## config.mk

```make
export PLATFORM = sky130hd
export DESIGN_NAME = bsfs_sequencer
export DESIGN_NICKNAME = d
export VERILOG_FILES = /design/src/logic/bsfs_pkg.sv /design/src/logic/bsfs_sequencer.sv
export SDC_FILE = /design/constraint.sdc
export NUM_CORES = 1
export LEC_CHECK = 0
export ABC_CLOCK_PERIOD_IN_PS = 5300
export BUFFER_PORTS_ARGS = -buffer_cell sky130_fd_sc_hd__buf_2
export CAP_MARGIN = 20
export CORE_UTILIZATION = 58
export DETAILED_ROUTE_END_ITERATION = 10
export GPL_TIMING_DRIVEN = 0
export HOLD_SLACK_MARGIN = 0.06
export PLACE_DENSITY = 0.81
export SETUP_SLACK_MARGIN = 0.3
export SKIP_CTS_REPAIR_TIMING = 1
export SLEW_MARGIN = 20
export SYNTH_ARGS = -nofsm -noshare
export SYNTH_HDL_FRONTEND = slang
export SYNTH_SLANG_ARGS = --single-unit
```

## constraint.sdc

```tcl
create_clock -name CORE_CLK_I -period 5.3 [get_ports CORE_CLK_I]
set_clock_uncertainty 0.1 [all_clocks]
set_input_delay 0.53 -clock CORE_CLK_I [delete_from_list [all_inputs] [get_ports CORE_CLK_I]]
set_output_delay 0.53 -clock CORE_CLK_I [all_outputs]
set_load 0.01 [all_outputs]
```

## src/logic/bsfs_pkg.sv

```systemverilog
// Shared constants and types for the buck start-up and fault sequencer
package bsfs_pkg;
  // Timing
  localparam int CLK_PERIOD_NS = 10;
  localparam int BLANK_NS      = 160;
  localparam int BLANK_CYC     = (BLANK_NS + CLK_PERIOD_NS - 1) / CLK_PERIOD_NS;
  localparam int HICCUP_CYCLES = 4096;
  // Pre-bias pulse groups and low-side duty steps (quarters)
  localparam int GRP1_PULSES   = 32;
  localparam int GRP2_PULSES   = 16;
  localparam int GRP3_PULSES   = 8;
  localparam logic [2:0] STEP_FIRST = 3'h1;
  localparam logic [2:0] STEP_LAST  = 3'h3;
  localparam logic [2:0] STEP_FULL  = 3'h4;
  // Register byte offsets
  localparam logic [7:0] OFS_CTRL     = 8'h00;
  localparam logic [7:0] OFS_STATUS   = 8'h04;
  localparam logic [7:0] OFS_IRQ_STAT = 8'h08;
  localparam logic [7:0] OFS_IRQ_MASK = 8'h0c;
  localparam logic [7:0] OFS_HICCUP   = 8'h10;
  // Field positions and reset values
  localparam int CTRL_RUN_BIT    = 0;
  localparam logic CTRL_RUN_RST  = 1'b1;
  localparam int ST_POR_BIT      = 0;
  localparam int ST_OC_BIT       = 1;
  localparam int ST_OT_BIT       = 2;
  localparam int ST_SD_BIT       = 3;
  localparam int ST_STEP_LSB     = 4;
  localparam int ST_STATE_LSB    = 8;
  localparam int EV_OC           = 0;
  localparam int EV_OT           = 1;
  localparam int EV_SD           = 2;
  localparam int EV_LOCK         = 3;
  localparam int EV_W            = 4;
  localparam logic [EV_W-1:0] IRQ_MASK_RST = 4'h0;
  localparam logic [1:0] RESP_OKAY   = 2'h0;
  localparam logic [1:0] RESP_SLVERR = 2'h2;

  // Comparator and modulator inputs, all asynchronous to the core clock
  typedef struct packed {
    logic osc;       // Switching oscillator, one rising edge per cycle
    logic hs_pwm;    // High-side demand from the modulator
    logic ot_hot;    // Over-temperature comparator, hysteresis is analog
    logic oc_below;  // current_limit_sense below ground
    logic ss_low;    // soft_start_node below shutdown level
    logic en_ok;     // Enable above its stop threshold
    logic vcc_ok;    // Bias supply out of supply_lockout
  } bsfs_comp_t;

  // Gate driver outputs
  typedef struct packed {
    logic hs_gate;
    logic hs_oe;
    logic ls_gate;
    logic ls_oe;
  } bsfs_drv_t;

  typedef enum logic [2:0] {
    ST_OFF, ST_WAIT_HS, ST_STEP, ST_RUN, ST_HICCUP, ST_THERMAL
  } bsfs_state_t;
endpackage : bsfs_pkg

```

## src/logic/bsfs_sequencer.sv

```systemverilog
// Start-up, pre-bias and fault sequencer with AXI4-Lite register slave
`timescale 1ns/1ps
// Operation
// - Both gates off while bias supply or enable is below lockout.
// - Power-on-ready only when supply and enable are both valid together.
// - Power-on-ready releases the soft-start node to start soft-start.
// - Enable below stop threshold puts both drivers in high impedance.
// - External soft-start pull-down stops switching until the node is cycled.
// - Low-side stays off until the first high-side pulse after start.
// - Low-side duty then rises by quarters up to full value.
// - Pre-bias groups last thirty-two, sixteen and eight pulses.
// - Over-current detection stays active during soft-start.
// - Over-current is sense below ground while low-side conducts.
// - Over-current latches the trip flag and enters hiccup.
// - Hiccup discharges soft-start and counts 4096 switching cycles.
// - Hiccup end clears the flag and retries start-up.
// - Current sampling blanked about 160 ns after low-side rises.
// - Over-temperature turns both switches off and discharges soft-start.
// - Restart automatically once temperature comparator releases.
module bsfs_sequencer #(
  parameter int ADDR_W        = 8,
  parameter int PER_W         = 12,
  parameter int HICCUP_CYCLES = bsfs_pkg::HICCUP_CYCLES
) (
  input  wire logic                 CORE_CLK_I,
  input  wire logic                 RST_I,
  input  wire bsfs_pkg::bsfs_comp_t COMP_I,
  output      bsfs_pkg::bsfs_drv_t  DRV_O,
  output      logic                 SS_DISCHARGE_O,
  output      logic                 POWER_ON_READY_O,
  output      logic                 OVERCURRENT_TRIP_O,
  output      logic                 IRQ_O,
  input  wire logic [ADDR_W-1:0]    AWADDR_I,
  input  wire logic                 AWVALID_I,
  output      logic                 AWREADY_O,
  input  wire logic [31:0]          WDATA_I,
  input  wire logic [3:0]           WSTRB_I,
  input  wire logic                 WVALID_I,
  output      logic                 WREADY_O,
  output      logic [1:0]           BRESP_O,
  output      logic                 BVALID_O,
  input  wire logic                 BREADY_I,
  input  wire logic [ADDR_W-1:0]    ARADDR_I,
  input  wire logic                 ARVALID_I,
  output      logic                 ARREADY_O,
  output      logic [31:0]          RDATA_O,
  output      logic [1:0]           RRESP_O,
  output      logic                 RVALID_O,
  input  wire logic                 RREADY_I
);
  import bsfs_pkg::*;

  localparam int HW = $clog2(HICCUP_CYCLES + 1);
  localparam int CW = 7;
  localparam logic [HW-1:0] HIC_LAST = HW'(HICCUP_CYCLES - 1);
  localparam logic [4:0] BLANK_DONE = 5'(BLANK_CYC);

  logic [CW-1:0] sync1, sync2, sync3, cmp_bits;
  bsfs_comp_t    cmp, cmp_d;
  bsfs_state_t   state, next_state;
  bsfs_drv_t     next_drv;
  logic          por, ctrl_run, oc_trip, ext_sd, next_ext_sd, ss_armed;
  logic          osc_tick, hs_rise, oc_valid, run_ok, next_discharge;
  logic [2:0]    step;
  logic [5:0]    pulse_cnt, step_len;
  logic [HW-1:0] hic_cnt;
  logic [4:0]    blank_cnt;
  logic [PER_W-1:0] per_cnt, last_per, ls_ph;
  logic          ls_window;
  logic [EV_W-1:0] irq_stat, irq_mask, ev;
  logic          aw_full, w_full, wr_fire, rd_fire;
  logic [ADDR_W-1:0] aw_addr;
  logic [31:0]   w_data;
  logic [3:0]    w_strb;
  logic [31:0]   rd_val;
  logic          rd_hit;

  // Three-stage synchroniser; a bit changes once stages two and three agree
  always_ff @(posedge CORE_CLK_I or posedge RST_I) begin
    if (RST_I) begin
      sync1    <= '0;
      sync2    <= '0;
      sync3    <= '0;
      cmp_bits <= '0;
    end else begin
      sync1 <= COMP_I;
      sync2 <= sync1;
      sync3 <= sync2;
      for (int i = 0; i < CW; i++) begin
        if (sync2[i] == sync3[i]) begin
          cmp_bits[i] <= sync3[i];
        end
      end
    end
  end
  assign cmp = cmp_bits;

  // Delayed copy for edge detection on the clean values
  always_ff @(posedge CORE_CLK_I or posedge RST_I) begin
    if (RST_I) begin
      cmp_d <= '0;
    end else begin
      cmp_d <= cmp;
    end
  end
  assign osc_tick = cmp.osc && !cmp_d.osc;
  assign hs_rise  = cmp.hs_pwm && !cmp_d.hs_pwm;

  // Power-on-ready needs both qualifications in the same cycle
  always_ff @(posedge CORE_CLK_I or posedge RST_I) begin
    if (RST_I) begin
      por <= 1'b0;
    end else begin
      por <= cmp.vcc_ok && cmp.en_ok;
    end
  end
  assign run_ok = por && ctrl_run;

  // Soft-start pulled low from outside: arm only once the node was seen high
  // after our own discharge, so our release ramp is not mistaken for a pull.
  always_comb begin
    next_ext_sd = ext_sd;
    if (!por || !cmp.ss_low) begin
      next_ext_sd = 1'b0;
    end else if (ss_armed && !SS_DISCHARGE_O) begin
      next_ext_sd = 1'b1;
    end
  end

  always_ff @(posedge CORE_CLK_I or posedge RST_I) begin
    if (RST_I) begin
      ext_sd   <= 1'b0;
      ss_armed <= 1'b0;
    end else begin
      ext_sd <= next_ext_sd;
      if (SS_DISCHARGE_O || !por) begin
        ss_armed <= 1'b0;
      end else if (!cmp.ss_low) begin
        ss_armed <= 1'b1;
      end
    end
  end

  // Group length of the current pre-bias step
  always_comb begin
    unique case (step)
      3'h1:    step_len = 6'(GRP1_PULSES);
      3'h2:    step_len = 6'(GRP2_PULSES);
      default: step_len = 6'(GRP3_PULSES);
    endcase
  end

  // Over-current is valid only after blanking while the low side conducts
  assign oc_valid = (state == ST_STEP || state == ST_RUN) && DRV_O.ls_gate
                  && blank_cnt == BLANK_DONE && cmp.oc_below;

  // Sequencer; lockout or a cleared run bit beats thermal, thermal beats everything else
  always_comb begin
    next_state = state;
    if (!run_ok) begin
      next_state = ST_OFF;
    end else if (cmp.ot_hot) begin
      next_state = ST_THERMAL;
    end else if (ext_sd) begin
      next_state = ST_WAIT_HS;
    end else begin
      unique case (state)
        ST_OFF:     next_state = ST_WAIT_HS;
        ST_THERMAL: next_state = ST_WAIT_HS;
        ST_WAIT_HS: if (hs_rise) next_state = ST_STEP;
        ST_STEP: begin
          if (oc_valid) begin
            next_state = ST_HICCUP;
          end else if (hs_rise && pulse_cnt == step_len - 6'h1 && step == STEP_LAST) begin
            next_state = ST_RUN;
          end
        end
        ST_RUN:     if (oc_valid) next_state = ST_HICCUP;
        ST_HICCUP:  if (osc_tick && hic_cnt == HIC_LAST) next_state = ST_WAIT_HS;
        default:    next_state = ST_OFF;
      endcase
    end
  end

  always_ff @(posedge CORE_CLK_I or posedge RST_I) begin
    if (RST_I) begin
      state <= ST_OFF;
    end else begin
      state <= next_state;
    end
  end

  // Pre-bias step and pulse count
  always_ff @(posedge CORE_CLK_I or posedge RST_I) begin
    if (RST_I) begin
      step      <= STEP_FIRST;
      pulse_cnt <= '0;
    end else if (next_state == ST_RUN) begin
      step      <= STEP_FULL;
      pulse_cnt <= '0;
    end else if (next_state != ST_STEP) begin
      step      <= STEP_FIRST;
      pulse_cnt <= '0;
    end else if (state == ST_STEP && hs_rise) begin
      if (pulse_cnt == step_len - 6'h1) begin
        step      <= step + 3'h1;
        pulse_cnt <= '0;
      end else begin
        pulse_cnt <= pulse_cnt + 6'h1;
      end
    end
  end

  // Period measure and time since high side fell, for the quarter window
  always_ff @(posedge CORE_CLK_I or posedge RST_I) begin
    if (RST_I) begin
      per_cnt  <= '0;
      last_per <= '0;
      ls_ph    <= '0;
    end else begin
      if (osc_tick) begin
        last_per <= per_cnt;
        per_cnt  <= '0;
      end else if (per_cnt != '1) begin
        per_cnt <= per_cnt + 1'b1;
      end
      if (cmp.hs_pwm) begin
        ls_ph <= '0;
      end else if (ls_ph != '1) begin
        ls_ph <= ls_ph + 1'b1;
      end
    end
  end
  // Low side on for step quarters of a period; saturating counts keep it safe
  assign ls_window = (16'({ls_ph, 2'h0}) < 16'(last_per) * 16'(step));

  // Gate and discharge decisions, registered so outputs come from flops
  always_comb begin
    next_drv.hs_oe   = cmp.en_ok;
    next_drv.ls_oe   = cmp.en_ok;
    next_drv.hs_gate = 1'b0;
    next_drv.ls_gate = 1'b0;
    next_discharge   = (next_state == ST_OFF || next_state == ST_HICCUP
                     || next_state == ST_THERMAL);
    if (cmp.vcc_ok && cmp.en_ok && !next_ext_sd && !cmp.ot_hot) begin
      unique case (next_state)
        ST_WAIT_HS: next_drv.hs_gate = cmp.hs_pwm;
        ST_STEP: begin
          next_drv.hs_gate = cmp.hs_pwm;
          next_drv.ls_gate = !cmp.hs_pwm && ls_window;
        end
        ST_RUN: begin
          next_drv.hs_gate = cmp.hs_pwm;
          next_drv.ls_gate = !cmp.hs_pwm;
        end
        default: ;
      endcase
    end
  end

  always_ff @(posedge CORE_CLK_I or posedge RST_I) begin
    if (RST_I) begin
      DRV_O          <= '0;
      SS_DISCHARGE_O <= 1'b1;
    end else begin
      DRV_O          <= next_drv;
      SS_DISCHARGE_O <= next_discharge;
    end
  end

  // Blanking counter restarts at every low-side rise
  always_ff @(posedge CORE_CLK_I or posedge RST_I) begin
    if (RST_I) begin
      blank_cnt <= '0;
    end else if (!DRV_O.ls_gate) begin
      blank_cnt <= '0;
    end else if (blank_cnt != BLANK_DONE) begin
      blank_cnt <= blank_cnt + 5'h1;
    end
  end

  // Trip flag and hiccup counter, the counter in switching cycles
  always_ff @(posedge CORE_CLK_I or posedge RST_I) begin
    if (RST_I) begin
      oc_trip <= 1'b0;
      hic_cnt <= '0;
    end else begin
      if (!por) begin
        oc_trip <= 1'b0;
      end else if (oc_valid && next_state == ST_HICCUP) begin
        oc_trip <= 1'b1;
      end else if (state == ST_HICCUP && next_state != ST_HICCUP) begin
        oc_trip <= 1'b0;
      end
      if (state != ST_HICCUP || !por) begin
        hic_cnt <= '0;
      end else if (osc_tick) begin
        hic_cnt <= hic_cnt + 1'b1;
      end
    end
  end
  assign POWER_ON_READY_O   = por;
  assign OVERCURRENT_TRIP_O = oc_trip;

  // Interrupt events
  assign ev[EV_OC]   = oc_valid && next_state == ST_HICCUP;
  assign ev[EV_OT]   = next_state == ST_THERMAL && state != ST_THERMAL;
  assign ev[EV_SD]   = next_ext_sd && !ext_sd;
  assign ev[EV_LOCK] = por && !(cmp.vcc_ok && cmp.en_ok);

  // Write channel: address and data taken independently, response follows both
  assign AWREADY_O = !aw_full;
  assign WREADY_O  = !w_full;
  assign wr_fire   = aw_full && w_full && !BVALID_O;
  always_ff @(posedge CORE_CLK_I or posedge RST_I) begin
    if (RST_I) begin
      aw_full  <= 1'b0;
      w_full   <= 1'b0;
      aw_addr  <= '0;
      w_data   <= '0;
      w_strb   <= '0;
      BVALID_O <= 1'b0;
      BRESP_O  <= RESP_OKAY;
    end else begin
      if (AWVALID_I && !aw_full) begin
        aw_full <= 1'b1;
        aw_addr <= AWADDR_I;
      end
      if (WVALID_I && !w_full) begin
        w_full <= 1'b1;
        w_data <= WDATA_I;
        w_strb <= WSTRB_I;
      end
      if (wr_fire) begin
        aw_full  <= 1'b0;
        w_full   <= 1'b0;
        BVALID_O <= 1'b1;
        BRESP_O  <= (8'(aw_addr) == OFS_CTRL || 8'(aw_addr) == OFS_IRQ_MASK)
                  ? RESP_OKAY : RESP_SLVERR;
      end else if (BREADY_I) begin
        BVALID_O <= 1'b0;
      end
    end
  end

  // Writable registers; only the low byte carries bits
  always_ff @(posedge CORE_CLK_I or posedge RST_I) begin
    if (RST_I) begin
      ctrl_run <= CTRL_RUN_RST;
      irq_mask <= IRQ_MASK_RST;
    end else if (wr_fire && w_strb[0]) begin
      if (8'(aw_addr) == OFS_CTRL) ctrl_run <= w_data[CTRL_RUN_BIT];
      if (8'(aw_addr) == OFS_IRQ_MASK) irq_mask <= w_data[EV_W-1:0];
    end
  end

  // Read mux
  always_comb begin
    rd_val = '0;
    rd_hit = 1'b1;
    unique case (8'(ARADDR_I))
      OFS_CTRL:     rd_val[CTRL_RUN_BIT] = ctrl_run;
      OFS_STATUS: begin
        rd_val[ST_POR_BIT] = por;
        rd_val[ST_OC_BIT]  = oc_trip;
        rd_val[ST_OT_BIT]  = cmp.ot_hot;
        rd_val[ST_SD_BIT]  = ext_sd;
        rd_val[ST_STEP_LSB +: 3]  = step;
        rd_val[ST_STATE_LSB +: 3] = 3'(state);
      end
      OFS_IRQ_STAT: rd_val[EV_W-1:0] = irq_stat;
      OFS_IRQ_MASK: rd_val[EV_W-1:0] = irq_mask;
      OFS_HICCUP:   rd_val[HW-1:0] = hic_cnt;
      default:      rd_hit = 1'b0;
    endcase
  end

  assign ARREADY_O = !RVALID_O;
  assign rd_fire   = ARVALID_I && !RVALID_O;
  always_ff @(posedge CORE_CLK_I or posedge RST_I) begin
    if (RST_I) begin
      RVALID_O <= 1'b0;
      RDATA_O  <= '0;
      RRESP_O  <= RESP_OKAY;
    end else if (rd_fire) begin
      RVALID_O <= 1'b1;
      RDATA_O  <= rd_val;
      RRESP_O  <= rd_hit ? RESP_OKAY : RESP_SLVERR;
    end else if (RREADY_I) begin
      RVALID_O <= 1'b0;
    end
  end

  // Sticky status cleared by reading it; a new event in that cycle survives
  always_ff @(posedge CORE_CLK_I or posedge RST_I) begin
    if (RST_I) begin
      irq_stat <= '0;
    end else if (rd_fire && 8'(ARADDR_I) == OFS_IRQ_STAT) begin
      irq_stat <= ev;
    end else begin
      irq_stat <= irq_stat | ev;
    end
  end
  assign IRQ_O = |(irq_stat & irq_mask);
endmodule : bsfs_sequencer

```

==> reports/results.tsv <==
metric	value	unit
synth_compound_area_share	8.42	%
place_congestion	0.829	
initial_core_util	60.4	%
avgSynthCellArea	10.4	sq um
status	finished clean	
worstPathArrival	4.83	ns
path_max_fanout	10	
grt_pass1_vias	5783	
drv_slew	0	
min_period	4.62	ns
fin_tns_setup	0	ns
drive_gt1_share	19.2	%
cts_buffer_depth	2	
setup_viol	0	
path_clk_slew	0.06	ns
worstPathRequired	5.51	ns
ir_drop	0.336	mV
critPathLaunchType	flip-flop	
p_leak	4.28	nW
hp-class	primary input to async pin	
final_common_cell	dfrtp_1	
fin_util	70.0	%
cts_tree	yes	
rsz0062_at_grt	false	
yosys.area_share.simple	18.4	%
power_density	335	mW/mm^2
io_buffers	61	
grt_max_degree	84	
final_nets	955	
worst_pin_slew	0.766	ns
seqCellArea	0.00363	sq mm
cp-end-kind	flip-flop	
htree_levels	4	
synthFlopType	dfrtp_1	
slowest_stage	fa_1	
finalCritPeriodShare	87.2	%
cts_sinks	145	
ys_async_sr_fraction	100	%
synthMuxAreaShare	5.97	%
pre_cts_ws	0.708	ns
synthToLayoutAreaGrowth	16.0	%
remaining_drc_errors	0	
grt_usage	25.0	%
grt_overflow	0	
first_pass_iters	5	
cts_buffers	17	
vias_per_cell	5.55	
antenna_left	0	
io_pins	115	
setup_ws	0.677	ns
clockRootBuffer	clkbuf_16	
synth_xor_area_share	5.23	%
dieHeight	117	microns
cpPeakStageDelay	0.54	ns
fp-row-count	41	
grt_pass1_wl	26.4	mm
ys_ff_latch	145	
use_met2	42.5	%
multi_input_area	0.00375	sq mm
drtIter0Drc	307	
syn_inst	741	
synth_fa_ha_area_share	9.61	%
vias	5700	
synth_largest_area_cell	dfrtp_1	
grtUsageMet3	6.49	%
syn_area	0.00771	sq mm
synth_edf_count	0	
busiest_layer	met2	
yosysSeqAreaShare	47.1	%
drv_cap	0	
dp_hpwl	11.3	mm
design.die.area	0.0138	sq mm
antenna_found_initial	0	
layout_common_cells	dfrtp_1 (142), nor2_1 (77), nand2_1 (70)	
insertion_delay	0.43	ns
hold_viol	0	
synth_top_family_by_area	simple AND/OR/NAND/NOR gates	
yosysUniqueCellTypes	63	
worstPathCellList	clkbuf_1 -> clkbuf_1 -> nand2_1 -> fa_1 -> inv_1 -> ha_1 -> o211a_1 -> or2_2 -> nand4_1 -> nand2_1 -> or4_1 -> and3_1 -> ha_1 -> nand4b_1 -> nor3_1 -> a21oi_1 -> o311a_1	
design.core.area	0.0128	sq mm
post_drt_wl_per_cell	15.1	microns
slew-limit-headroom	48.9	%
fillers	932	
max_freq	0.216	GHz
diodes	0	
synth_area_leaders	dfrtp_1 (46%), ha_1 (5.8%), mux2_2 (4.4%), nor2_1 (3.7%), nand2_1 (3.4%)	
die_w	117	microns
ys_warn_count	0	
met1_usage	30.8	%
yosys.area.top_type_share	46.1	%
wl	15.5	mm
critPathKind	flip-flop to flip-flop	
[synth_stat cells (10+ instances only)]
| master | n |
|---|---|
| clkbuf_1 | 18 |
| mux2_2 | 30 |
| nand2_1 | 70 |
| o21ai_0 | 18 |
| ha_1 | 36 |
| a21oi_1 | 19 |
| nand3_1 | 25 |
| nor3_1 | 19 |
| mux2i_1 | 10 |
| xor2_1 | 29 |
| dfrtp_1 | 142 |
| fa_1 | 11 |
| nor2b_1 | 12 |
| nand4_1 | 13 |
| xnor2_1 | 17 |
| inv_1 | 38 |
| and2_1 | 15 |
| nor2_1 | 77 |
| buf_4 | 23 |
[critical path, delay by kind of cell, from the launching register on]
family / cells / cell delay, ns
buffers and inverters: 3 / 0.70
AND/OR/NAND/NOR: 8 / 1.54
flip-flops: 1 / 0.32
adder cells (fa/ha/maj): 3 / 1.17
AO/OA/AOI/OAI: 3 / 0.67
[state kept, by name, summed over array words and instances, names as in the netlist, 2 cells and up]
signal	count
sync3	7
cmp	7
irq_stat	4
state	3
pulse_cnt	6
hic_cnt	13
DRV_O	3
sync1	7
cmp_d	2
ls_ph	12
irq_mask	4
step	3
blank_cnt	5
RDATA_O	13
last_per	12
aw_addr	8
sync2	7
w_data	4
per_cnt	12
[layout make-up]
class,count,share of cell area [%]
buffer,44,2.86
clock buffer,18,4.80
clock inverter,14,1.90
inverter,39,1.72
multi-input combinational,533,42.0
sequential,145,40.6
tap,172,2.41
timing repair buffer,62,3.72
[through the flow]
stage	instances	hold slack (ns)	power, mW	cell area (sq um)
after floorplan	761	0.231	1.65	7780
after global placement	994	0.232	1.76	8310
after detailed placement	995	0.235	1.79	8340
after CTS	1027	0.0887	3.01	8940
after global routing	1027	0.0908	3.12	8940
final	1027	0.0691	2.99	8940
[logic make-up (layout without fill, tap and decap cells)]
logic type	after synthesis	in the layout
and+or+nand+nor	281	281
DFF	145	145
AOI/OAI and AO/OA	90	90
buffers and inverters	83	177
adders and majority gates	54	54
xor gates and xnor gates	46	46
muxes	41	41
other	1	21
[layer usage]
layer | part of all wire [%] | wire, microns | up-vias
met5 | 0 | 0 | -
met4 | 1.8 | 286 | 0
met3 | 4.5 | 701 | 30
met2 | 50 | 7720 | 154
met1 | 44 | 6760 | 2772
li1 | - | - | 2744
[path summary, 6_finish.rpt]
kind / from / endpoint / slack [ns] / cells after the start
worst max register to register: step[2] / DRV_O[1] / 0.68 / 17
worst min register to register: sync1[5] / sync2[5] / 0.25 / 0
worst max-delay path: step[2] / DRV_O[1] / 0.68 / 17
worst min-delay path: RST_I / sync1[1] / 0.07 / 2
max in group asynchronous: RST_I / step[0] / 4.32 / 3
min in group CORE_CLK_I: COMP_I[4] / sync1[4] / 0.10 / 1
[power by group]
group | internal [mW] | total [mW] | leakage (nW) | switching, mW
Combinational | 0.205 | 0.422 | 2.13 | 0.216
Clock | 0.710 | 1.21 | 0.293 | 0.502
Sequential | 1.24 | 1.36 | 1.86 | 0.113
Total | 2.16 | 2.99 | 4.28 | 0.831
(Power assumes the default switching activity.)
